--- src/fsgic_pkg.sv ---
// package for the frame sync generator and interrupt control block
package fsgic_pkg;

    localparam logic [7:0] ADDR_SYNC_CTL        = 8'h18;
    localparam logic [7:0] ADDR_HIGH_UPPER      = 8'h19;
    localparam logic [7:0] ADDR_HIGH_LOWER      = 8'h1a;
    localparam logic [7:0] ADDR_LOW_UPPER       = 8'h1b;
    localparam logic [7:0] ADDR_LOW_LOWER       = 8'h1c;
    localparam logic [7:0] ADDR_IRQ_CONTROL     = 8'h23;
    localparam logic [7:0] ADDR_IRQ_STATUS      = 8'h24;
    localparam logic [7:0] RESET_BYTE           = 8'h00;

    localparam int          BIT_ONE_SHOT        = 3;
    localparam int          BIT_GLOBAL_IRQ_EN   = 7;
    localparam int          BIT_GLOBAL_IRQ_FLAG = 7;

    localparam int          SYS_CLK_HZ          = 200_000_000;
    localparam int          REF_CLK_HZ          = 25_000_000;
    localparam int          REF_DIV_CYCLES      = SYS_CLK_HZ / REF_CLK_HZ;
    localparam logic [3:0]  REF_DIV_LAST        = 4'(REF_DIV_CYCLES - 1);

    localparam logic [3:0]  SRC_PORT0           = 4'h0;
    localparam logic [3:0]  SRC_PORT1           = 4'h1;
    localparam logic [3:0]  SRC_INTERNAL        = 4'h7;
    localparam logic [3:0]  SRC_GPIO0           = 4'h8;
    localparam logic [3:0]  SRC_GPIO3           = 4'hb;

    typedef struct packed {
        logic [3:0] pulse_source_select;
        logic       one_shot_request;
        logic       pulse_idle_level;
        logic       pulse_shape_select;
        logic       pulse_generator_on;
    } fsgic_ctl_t;

    typedef struct packed {
        logic       global_irq_en;
        logic [4:0] spare;
        logic       port1_irq_enable;
        logic       port0_irq_enable;
    } fsgic_irq_ctl_t;

endpackage : fsgic_pkg

--- src/fsgic_top.sv ---
// frame sync pulse generator with period registers and interrupt enable control
`timescale 1ns/1ps
module fsgic_top (
    input  wire logic       i_clk_sys,
    input  wire logic       i_reset_n,
    input  wire logic [7:0] i_reg_addr,
    input  wire logic       i_reg_write,
    input  wire logic [7:0] i_reg_wdata,
    input  wire logic       i_reg_read,
    output logic      [7:0] o_reg_rdata,
    input  wire logic [1:0] i_bc_frame_clk,
    input  wire logic [3:0] i_gpio_in,
    input  wire logic [1:0] i_port_event,
    input  wire logic [1:0] i_port_sts_read,
    output logic            o_frame_sync,
    output logic            o_irq
);

    ////////////////////////////////////////////////////////////////////////
    // registers
    fsgic_pkg::fsgic_ctl_t     ctl_reg;
    fsgic_pkg::fsgic_irq_ctl_t irq_ctl_reg;
    logic [7:0]                high_upper_reg;
    logic [7:0]                high_lower_reg;
    logic [7:0]                low_upper_reg;
    logic [7:0]                low_lower_reg;
    logic [1:0]                port_flag_reg;
    logic                      shot_busy_reg;
    logic                      wr_ctl;

    assign wr_ctl = i_reg_write && (i_reg_addr == fsgic_pkg::ADDR_SYNC_CTL);

    always_ff @(posedge i_clk_sys or negedge i_reset_n) begin
        if (!i_reset_n) begin
            ctl_reg        <= '0;
            irq_ctl_reg    <= '0;
            high_upper_reg <= fsgic_pkg::RESET_BYTE;
            high_lower_reg <= fsgic_pkg::RESET_BYTE;
            low_upper_reg  <= fsgic_pkg::RESET_BYTE;
            low_lower_reg  <= fsgic_pkg::RESET_BYTE;
        end else begin
            // one-shot bit self clears
            ctl_reg.one_shot_request <= 1'b0;
            if (i_reg_write) begin
                unique case (i_reg_addr)
                    fsgic_pkg::ADDR_SYNC_CTL:    ctl_reg        <= i_reg_wdata;
                    fsgic_pkg::ADDR_HIGH_UPPER:  high_upper_reg <= i_reg_wdata;
                    fsgic_pkg::ADDR_HIGH_LOWER:  high_lower_reg <= i_reg_wdata;
                    fsgic_pkg::ADDR_LOW_UPPER:   low_upper_reg  <= i_reg_wdata;
                    fsgic_pkg::ADDR_LOW_LOWER:   low_lower_reg  <= i_reg_wdata;
                    fsgic_pkg::ADDR_IRQ_CONTROL: irq_ctl_reg    <= i_reg_wdata;
                    default: ;
                endcase
            end
        end
    end

    logic global_flag;
    logic [7:0] irq_status;
    assign global_flag = |(port_flag_reg & {irq_ctl_reg.port1_irq_enable, irq_ctl_reg.port0_irq_enable});
    assign irq_status  = {global_flag, 5'h00, port_flag_reg};

    always_ff @(posedge i_clk_sys or negedge i_reset_n) begin
        if (!i_reset_n) begin
            o_reg_rdata <= fsgic_pkg::RESET_BYTE;
        end else if (i_reg_read) begin
            unique case (i_reg_addr)
                fsgic_pkg::ADDR_SYNC_CTL:    o_reg_rdata <= ctl_reg;
                fsgic_pkg::ADDR_HIGH_UPPER:  o_reg_rdata <= high_upper_reg;
                fsgic_pkg::ADDR_HIGH_LOWER:  o_reg_rdata <= high_lower_reg;
                fsgic_pkg::ADDR_LOW_UPPER:   o_reg_rdata <= low_upper_reg;
                fsgic_pkg::ADDR_LOW_LOWER:   o_reg_rdata <= low_lower_reg;
                fsgic_pkg::ADDR_IRQ_CONTROL: o_reg_rdata <= irq_ctl_reg;
                fsgic_pkg::ADDR_IRQ_STATUS:  o_reg_rdata <= irq_status;
                default:                     o_reg_rdata <= fsgic_pkg::RESET_BYTE;
            endcase
        end
    end

    ////////////////////////////////////////////////////////////////////////
    // interrupt flags
    logic [1:0] port_irq_en;
    assign port_irq_en = {irq_ctl_reg.port1_irq_enable, irq_ctl_reg.port0_irq_enable};

    genvar gp;
    generate
        for (gp = 0; gp < 2; gp++) begin : g_port
            always_ff @(posedge i_clk_sys or negedge i_reset_n) begin
                if (!i_reset_n) begin
                    port_flag_reg[gp] <= 1'b0;
                end else if (i_port_event[gp] && port_irq_en[gp]) begin
                    port_flag_reg[gp] <= 1'b1;
                end else if (i_port_sts_read[gp]) begin
                    port_flag_reg[gp] <= 1'b0;
                end
            end
        end
    endgenerate

    always_ff @(posedge i_clk_sys or negedge i_reset_n) begin
        if (!i_reset_n) begin
            o_irq <= 1'b0;
        end else begin
            o_irq <= global_flag && irq_ctl_reg.global_irq_en;
        end
    end

    ////////////////////////////////////////////////////////////////////////
    // reference source
    logic [5:0] sync1_reg;
    logic [5:0] sync2_reg;
    logic [5:0] sync3_reg;
    logic [3:0] div_reg;
    logic       int_tick;

    always_ff @(posedge i_clk_sys or negedge i_reset_n) begin
        if (!i_reset_n) begin
            sync1_reg <= '0;
            sync2_reg <= '0;
            sync3_reg <= '0;
        end else begin
            sync1_reg <= {i_gpio_in, i_bc_frame_clk};
            sync2_reg <= sync1_reg;
            sync3_reg <= sync2_reg;
        end
    end

    always_ff @(posedge i_clk_sys or negedge i_reset_n) begin
        if (!i_reset_n) begin
            div_reg <= '0;
        end else if (div_reg == fsgic_pkg::REF_DIV_LAST) begin
            div_reg <= '0;
        end else begin
            div_reg <= div_reg + 4'h1;
        end
    end
    assign int_tick = (div_reg == fsgic_pkg::REF_DIV_LAST);

    logic       ref_tick;
    logic       ext_mode;
    logic       ext_level;
    logic [3:0] src;
    assign src       = ctl_reg.pulse_source_select;
    assign ext_mode  = (src >= fsgic_pkg::SRC_GPIO0) && (src <= fsgic_pkg::SRC_GPIO3);
    assign ext_level = sync2_reg[2 + src[1:0]];

    always_comb begin
        unique case (src)
            fsgic_pkg::SRC_PORT0:    ref_tick = sync2_reg[0] && !sync3_reg[0];
            fsgic_pkg::SRC_PORT1:    ref_tick = sync2_reg[1] && !sync3_reg[1];
            fsgic_pkg::SRC_INTERNAL: ref_tick = int_tick;
            default:                 ref_tick = 1'b0;
        endcase
    end

    ////////////////////////////////////////////////////////////////////////
    // pulse generator
    logic [23:0] high_count;
    logic [23:0] low_count;
    logic [23:0] count_reg;
    logic        level_reg;
    logic        run_reg;
    logic        start_shot;

    assign high_count = ctl_reg.pulse_shape_select ? {low_upper_reg, low_lower_reg, high_lower_reg}
                                                   : {8'h00, high_upper_reg, high_lower_reg};
    assign low_count  = ctl_reg.pulse_shape_select ? {low_upper_reg, low_lower_reg, high_lower_reg}
                                                   : {8'h00, low_upper_reg, low_lower_reg};

    assign start_shot = wr_ctl && i_reg_wdata[fsgic_pkg::BIT_ONE_SHOT] && !shot_busy_reg
                        && !ctl_reg.pulse_generator_on;

    always_ff @(posedge i_clk_sys or negedge i_reset_n) begin
        if (!i_reset_n) begin
            count_reg     <= '0;
            level_reg     <= 1'b0;
            run_reg       <= 1'b0;
            shot_busy_reg <= 1'b0;
        end else if (start_shot) begin
            level_reg     <= !ctl_reg.pulse_idle_level;
            count_reg     <= ctl_reg.pulse_idle_level ? low_count : high_count;
            shot_busy_reg <= 1'b1;
        end else if (shot_busy_reg) begin
            if (ref_tick) begin
                if (count_reg == 24'h000000) begin
                    level_reg     <= ctl_reg.pulse_idle_level;
                    shot_busy_reg <= 1'b0;
                end else begin
                    count_reg <= count_reg - 24'h000001;
                end
            end
        end else if (!ctl_reg.pulse_generator_on) begin
            level_reg <= ctl_reg.pulse_idle_level;
            run_reg   <= 1'b0;
        end else if (!run_reg) begin
            level_reg <= ctl_reg.pulse_idle_level;
            count_reg <= ctl_reg.pulse_idle_level ? high_count : low_count;
            run_reg   <= 1'b1;
        end else if (ref_tick) begin
            if (count_reg == 24'h000000) begin
                level_reg <= !level_reg;
                count_reg <= level_reg ? low_count : high_count;
            end else begin
                count_reg <= count_reg - 24'h000001;
            end
        end
    end

    always_ff @(posedge i_clk_sys or negedge i_reset_n) begin
        if (!i_reset_n) begin
            o_frame_sync <= 1'b0;
        end else if (ext_mode && !shot_busy_reg) begin
            o_frame_sync <= ext_level;
        end else begin
            o_frame_sync <= level_reg;
        end
    end

endmodule : fsgic_top

--- config.mk ---
export PLATFORM = sky130hd
export DESIGN_NAME = fsgic_top
export DESIGN_NICKNAME = d
export VERILOG_FILES = /design/src/fsgic_pkg.sv /design/src/fsgic_top.sv
export SDC_FILE = /design/constraint.sdc
export NUM_CORES = 1
export LEC_CHECK = 0
export ABC_AREA = 1
export BUFFER_PORTS_ARGS = -buffer_cell sky130_fd_sc_hd__buf_2
export CORE_ASPECT_RATIO = 1.1
export CORE_MARGIN = 1.5
export CORE_UTILIZATION = 60
export CTS_CLUSTER_SIZE = 25
export DETAILED_ROUTE_END_ITERATION = 10
export GPL_TIMING_DRIVEN = 0
export PLACE_DENSITY_LB_ADDON = 0.12
export SLEW_MARGIN = 5
export SYNTH_ARGS = -nofsm -noshare
export SYNTH_HDL_FRONTEND = slang
export SYNTH_SLANG_ARGS = --single-unit
--- constraint.sdc ---
create_clock -name i_clk_sys -period 3.4 [get_ports i_clk_sys]
set_clock_uncertainty 0.1 [all_clocks]
set_input_delay 0.34 -clock i_clk_sys [delete_from_list [all_inputs] [get_ports i_clk_sys]]
set_output_delay 0.34 -clock i_clk_sys [all_outputs]
set_load 0.01 [all_outputs]
==> flow_summary.json, run 1 <==
{
  "largest_reg_flops": 24,
  "max_slew_margin": 0.6143,
  "yosysUniqueCellTypes": 35,
  "cap_violations": 0,
  "synth_area_leaders": "dfrtp_1 (42%), nand2_1 (18%), o21ai_0 (8.3%)",
  "multi_input_area_um2": 3193,
  "min_path_type": "in -> reg",
  "fin_nets": 1005,
  "comb_power_share": 0.293,
  "die-width_um": 100.7,
  "cts_tree": "built",
  "vias_per_cell": 5.602,
  "path_class": "reg -> reg",
  "worstReg2RegStart": "count_reg[0]$_DFFE_PN0P_",
  "clock_latency_ns": 0.36,
  "grt_pass1_wl_mm": 29.53,
  "cp_data_required_time_ns": 3.55,
  "htree_num_levels": 3,
  "synthCells": 915,
  "syn_avg_cell_area_um2": 6.884,
  "place_ws_ns": 1.076,
  "antenna_found_initial": 0,
  "power_density_nw_per_um2": 540.6,
  "hold_buffers": 7,
  "yosysWarningCount": 0,
  "irDropWorstVdd_uv": 392.2,
  "core-area_um2": 10300,
  "p_seq_frac": 0.414,
  "synth_seq_cells": 105,
  "final_common_cell": "nand2_1",
  "final_cell_mix": "nand2_1 (295), nor2_1 (115), dfrtp_1 (105), o21ai_0 (104), inv_1 (83)",
  "power.leakage_nw": 3.404,
  "grt_use_total": 0.3420,
  "rsz0062_at_grt": "false",
  "drive_gt1_frac": 0.07881,
  "drtIter0Drc": 503,
  "start_util": 0.6117,
  "endpoint": "count_reg[9]$_DFFE_PN0P_",
  "synth_edf_count": 0,
  "power.switching_mw": 1.390,
  "die_h_um": 110.5,
  "synth_top_area_cell": "dfrtp_1",
  "arrival_ns": 2.47,
  "hold_viol": 0,
  "regArea_um2": 2628,
  "max_freq_ghz": 0.4305,
  "post-cts-setup-buffers": 0,
  "io_pins": 40,
  "clockBufferDepth": 2,
  "slew_violations": 0,
  "synth_ff_type": "dfrtp_1",
  "cts_resized": 0,
  "cts.sinks": 105,
  "dr.pass1.iters": 6,
  "rr_endpoint": "count_reg[9]$_DFFE_PN0P_",
  "synthArstFlopShare": 1.000,
  "clock-root-buffer": "clkbuf_16",
  "die_area_um2": 11120,
  "grt_pass1_vias": 5885,
  "wl_per_cell_um": 16.02,
  "drc": 0,
  "end_kind": "flop",
  "status": "complete, no violations",
  "port_buffers": 38,
  "clk_pin_slew_ns": 0.07,
  "p_int_mw": 2.442,
  "fin_crit_sh": 0.6831,
  "swShare": 0.3628,
  "area_delta_synth_final_pct": 12.53,
  "place_hpwl_mm": 13.29,
  "gp_congestion": 0.9934,
  "cts_buffers": 9,
  "worstPathMaxFanout": 10,
  "finalSetupViolCount": 0,
  "netlist_area_um2": 6299,
  "tightest_slew_ns": 0.5785,
  "synth_top_area_frac": 0.4172,
  "worst_slack_ns": 1.077,
  "nFillCells": 930,
  "routed-via-count": 6274,
  "reg2regPathDepth": 14,
  "antennaDiodeCount": 0,
  "setup_tns_ns": 0,
  "crit_path_start": "count_reg[0]$_DFFE_PN0P_",
  "ant_nets": 0,
  "cp-start-kind": "flop",
  "routed_wl_mm": 17.95,
  "ys_seq_area_frac": 0.4172,
  "grt.overflow.total": 0,
  "num_rows": 39,
  "period_needed_ns": 2.323,
  "reg2reg_slack_ns": 1.08,
  "syn-num-nets": 948,
  "grt_max_degree": 65,
  "p_clk_frac": 0.293
}
## critical path, cell delays in order, from the launching register on
cell and delay (ns):
dfrtp_1 0.40, inv_1 0.11, ha_1 0.15, inv_1 0.06, nor2_1 0.08, nand2_1 0.07
nor2_1 0.10, nand2_1 0.08, nor2_1 0.35, buf_2 0.31, nand3_1 0.09, nand2_1 0.09
nand2_1 0.05, nand4_1 0.12, nand2_1 0.06
## worst min-delay path by stage
stage / start / endpoint / slack [ns] / cells after the start
5_1_grt: i_port_sts_read[0] / irq_status[0]$_DFFE_PN0P_ / 0.09 / 2
3_3_place_gp: sync1_reg[3]$_DFF_PN0_ / sync2_reg[3]$_DFF_PN0_ / 0.23 / 0
6_report: i_port_sts_read[1] / irq_status[1]$_DFFE_PN0P_ / 0.08 / 2
4_1_cts: i_port_sts_read[1] / irq_status[1]$_DFFE_PN0P_ / 0.08 / 2
2_1_floorplan: i_reset_n / count_reg[0]$_DFFE_PN0P_ / -0.06 / 0
3_5_place_dp: sync1_reg[2]$_DFF_PN0_ / sync2_reg[2]$_DFF_PN0_ / 0.24 / 0
## metal layers
| metal | GRT usage | vias up | routed length (µm) |
|---|---|---|---|
| met1 | 0.4620 | 2856 | 7721 |
| met4 | 0.1718 | 0 | 827 |
| li1 | - | 3070 | - |
| met2 | 0.5369 | 278 | 8382 |
| met5 | 0 | - | 0 |
| met3 | 0.04494 | 70 | 1015 |
## power groups by stage
stage / combinational, mW / sequential (mW) / clock, mW
after floorplan: 0.838 / 1.56 / 0
after global placement: 1.08 / 1.60 / 0
after detailed placement: 1.09 / 1.60 / 0
after CTS: 1.11 / 1.58 / 1.13
after global routing: 1.29 / 1.61 / 1.19
final: 1.12 / 1.59 / 1.12
## kinds of logic after synthesis
| family | after synthesis | synth area share |
|---|---|---|
| fa+ha+maj | 3 | 0.005960 |
| buf+inv | 121 | 0.07589 |
| mux | 2 | 0.003179 |
| xor+xnor | 18 | 0.02503 |
| simple gates | 496 | 0.3256 |
| flops | 105 | 0.4172 |
| compound gates | 170 | 0.1472 |
## through the flow
| stage | power [mW] | std cells | utilization | instance area (µm²) | hold slack [ns] |
|---|---|---|---|---|---|
| after floorplan | 2.395 | 915 | - | 6299 | -0.05559 |
| after global placement | 2.682 | 1096 | 0.6476 | 6668 | 0.2314 |
| after detailed placement | 2.696 | 1097 | 0.6505 | 6698 | 0.2364 |
| after CTS | 3.822 | 1120 | 0.6884 | 7088 | 0.07825 |
| after global routing | 4.084 | 1120 | 0.6884 | 7088 | 0.09038 |
| final | 3.832 | 1120 | 0.6884 | 7088 | 0.07601 |
## cell usage after synthesis, types with 5 or more instances
cell type,count
o21ai_0,104
inv_1,83
clkbuf_1,27
nor2_1,115
nand4_1,7
nand2_1,295
o211ai_1,12
o22ai_1,19
nand3_1,62
xor2_1,9
o21ai_1,5
a21oi_1,22
xnor2_1,9
dfrtp_1,105
## final cells by class
cell class                      count  area share
Multi-Input combinational cell    689      0.4505
Buffer                             34     0.02136
Sequential cell                   105      0.3707
Clock buffer                       11     0.03566
Clock inverter                      5    0.009532
Inverter                           87     0.04607
Timing Repair Buffer               46     0.04095
Tap cell                          143     0.02524
Note: power is estimated with default switching activity, not from simulation.
==> inputs of run 2 (changes only) <==
==> constraint.sdc (replaced) <==
create_clock -name i_clk_sys -period 2.23 [get_ports i_clk_sys]
set_clock_uncertainty 0.1 [all_clocks]
set_input_delay 0.223 -clock i_clk_sys [delete_from_list [all_inputs] [get_ports i_clk_sys]]
set_output_delay 0.223 -clock i_clk_sys [all_outputs]
set_load 0.01 [all_outputs]
==> run 2 against run 1 <==
Effect of this change:
- cell area is 1.5% higher
- die area did not move
- final cell count increased by 0.36%
- register-to-register slack got worse by 0.92 ns
- clock-buffer cell count did not move
- worst setup slack got worse by 0.92 ns
- combinational power up 53%
- via count fell by 0.51%
- utilization rose by 1.0 points
- critical path type unchanged
==> flow_summary.json, run 2 (synthesis results as in run 1) <==
{
  "status": "complete, no violations",
  "vias_per_cell": 5.553,
  "grt_pass1_wl_mm": 29.75,
  "io_pins": 40,
  "cap_violations": 0,
  "die_h_um": 110.5,
  "largest_reg_flops": 24,
  "critical_path.most_common_cell": "nand2_1",
  "cts.sinks": 105,
  "ant_nets": 0,
  "routed_wl_mm": 18.04,
  "finalSetupViolCount": 0,
  "drive_gt1_frac": 0.09378,
  "max_slew_margin": 0.6142,
  "final_common_cell": "nand2_1",
  "power_density_nw_per_um2": 816.4,
  "fin_cells": 1124,
  "routed-via-count": 6242,
  "clock-root-buffer": "clkbuf_16",
  "arrival_ns": 2.23,
  "hold_viol": 0,
  "power.switching_mw": 2.137,
  "period_needed_ns": 2.076,
  "cts_tree": "built",
  "final_cell_mix": "nand2_1 (293), nor2_1 (112), dfrtp_1 (105), o21ai_0 (102), inv_1 (82)",
  "tightest_slew_ns": 0.5786,
  "swShare": 0.3639,
  "grt.overflow.total": 0,
  "port_buffers": 38,
  "min_path_type": "in -> reg",
  "path_class": "reg -> reg",
  "core-area_um2": 10300,
  "worstPathMaxFanout": 10,
  "fin_crit_sh": 0.9310,
  "cp_data_required_time_ns": 2.38,
  "p_clk_frac": 0.293,
  "holdWs_ns": 0.1189,
  "place_hpwl_mm": 13.29,
  "grt_use_total": 0.3448,
  "num_rows": 39,
  "slowest_delay_ns": 0.41,
  "power.leakage_nw": 3.472,
  "wl_per_cell_um": 16.05,
  "comb_power_share": 0.291,
  "die_area_um2": 11120,
  "crit_path_cell_trace": "inv_2, ha_1, inv_1, nor2_1, nand2_1, nor2_1, nand2_1, o21ai_1, nand2_1, nand2_2, buf_6, buf_6, nor2_1, nand2_1, nand2_1",
  "cp-start-kind": "flop",
  "antenna_found_initial": 0,
  "irDropWorstVdd_uv": 603.1,
  "dr.pass1.iters": 5,
  "fin_nets": 1009,
  "die-width_um": 100.7,
  "critical-path-top-delay-family": "simple AND/OR/NAND/NOR gates",
  "slew_violations": 0,
  "worst_slack_ns": 0.1539,
  "max_freq_ghz": 0.4817,
  "dpl.cell_count": 1097,
  "area_delta_synth_final_pct": 14.18,
  "grt_max_degree": 65,
  "p_int_mw": 3.735,
  "clockBufferDepth": 2,
  "slowest_stage": "dfrtp_1",
  "place_ws_ns": -0.05160,
  "drc": 0,
  "start_util": 0.6117,
  "drtIter0Drc": 565,
  "clock_latency_ns": 0.36,
  "p_seq_frac": 0.416,
  "antennaDiodeCount": 0,
  "htree_num_levels": 3,
  "gp_congestion": 0.9934,
  "end_kind": "flop",
  "grt_pass1_vias": 5937,
  "cts_buffers": 9,
  "clk_pin_slew_ns": 0.07,
  "critical_path_buf_inv_count": 4
}
-- run 2: cell types whose count changed in the layout (fill, tap and decap cells not counted), moves of 2 or more --
cell,before,now
nand2_1,295,293
buf_6,2,4
o21ai_0,104,102
buf_4,2,4
o21ai_1,5,7
clkbuf_2,0,6
dlygate4sd3_1,7,11
buf_2,41,38
nor2_1,115,112
nor2_2,2,4
clkbuf_1,27,19
-- run 2: through the flow --
stage	utilization	TNS [ns]	instance area, µm²	power (mW)
final	0.6985	0	7192	5.872
after CTS	0.6929	0	7134	5.834
after global placement	0.6476	-31.14	6668	4.090
after detailed placement	0.6505	-0.1824	6698	4.111
after floorplan	-	0	6299	3.652
after global routing	0.6985	-0.04132	7192	6.251
-- run 2: final cells by class --
cell class | instances | area, µm²
Buffer | 33 | 173.9
Clock buffer | 11 | 252.7
Clock inverter | 5 | 67.56
Fill cell | 913 | 3104
Inverter | 87 | 326.6
Multi-Input combinational cell | 689 | 3227
Sequential cell | 105 | 2628
Tap cell | 143 | 178.9
Timing Repair Buffer | 51 | 337.8
-- run 2: layer usage --
metal / track usage / wire length (µm) / vias to the layer above / share of wire
met5: 0 / 0 / - / 0
met4: 0.1728 / 763 / 0 / 0.042
met3: 0.04494 / 1034 / 53 / 0.057
met2: 0.5441 / 8463 / 245 / 0.47
met1: 0.4638 / 7775 / 2869 / 0.43
li1: - / - / 3075 / -
-- run 2: path summary, 6_finish.rpt --
path                       slack (ns)                     start  cells after the start                           end
max                              0.15  count_reg[0]$_DFFE_PN0P_                     15     count_reg[12]$_DFFE_PN0P_
min reg2reg                      0.25    sync1_reg[2]$_DFF_PN0_                      0        sync2_reg[2]$_DFF_PN0_
min in group asynchronous        0.29                 i_reset_n                      2      count_reg[2]$_DFFE_PN0P_
max reg2reg                      0.15  count_reg[0]$_DFFE_PN0P_                     15     count_reg[12]$_DFFE_PN0P_
min                              0.12                i_reg_read                      3    o_reg_rdata[5]$_DFFE_PN0P_
max in group asynchronous        1.04                 i_reset_n                      3  low_lower_reg[0]$_DFFE_PN0P_
-- run 2: power groups by stage --
stage	Clock (mW)	Combinational, mW	Sequential [mW]
3_3_place_gp	0	1.65	2.44
4_1_cts	1.72	1.70	2.41
3_5_place_dp	0	1.67	2.44
6_report	1.72	1.71	2.44
2_1_floorplan	0	1.28	2.37
5_1_grt	1.81	1.96	2.48
-- run 2: repair_timing --
| item | in CTS | in global routing |
|---|---|---|
| hold buffers | 11 | 0 |
| endpoints found under the hold margin | 49 | 0 |
| endpoints found under the setup margin | 10 | 26 |
| resized for setup | 3 | 31 |
| setup buffers | 0 | 1 |
-- run 2: worst reg2reg max path: stages, from the launching register on --
cell and delay (ns):
dfrtp_1 0.41, inv_2 0.08, ha_1 0.14, inv_1 0.06, nor2_1 0.08, nand2_1 0.07
nor2_1 0.09, nand2_1 0.11, o21ai_1 0.14, nand2_1 0.11, nand2_2 0.12, buf_6 0.15
buf_6 0.16, nor2_1 0.05, nand2_1 0.06, nand2_1 0.04
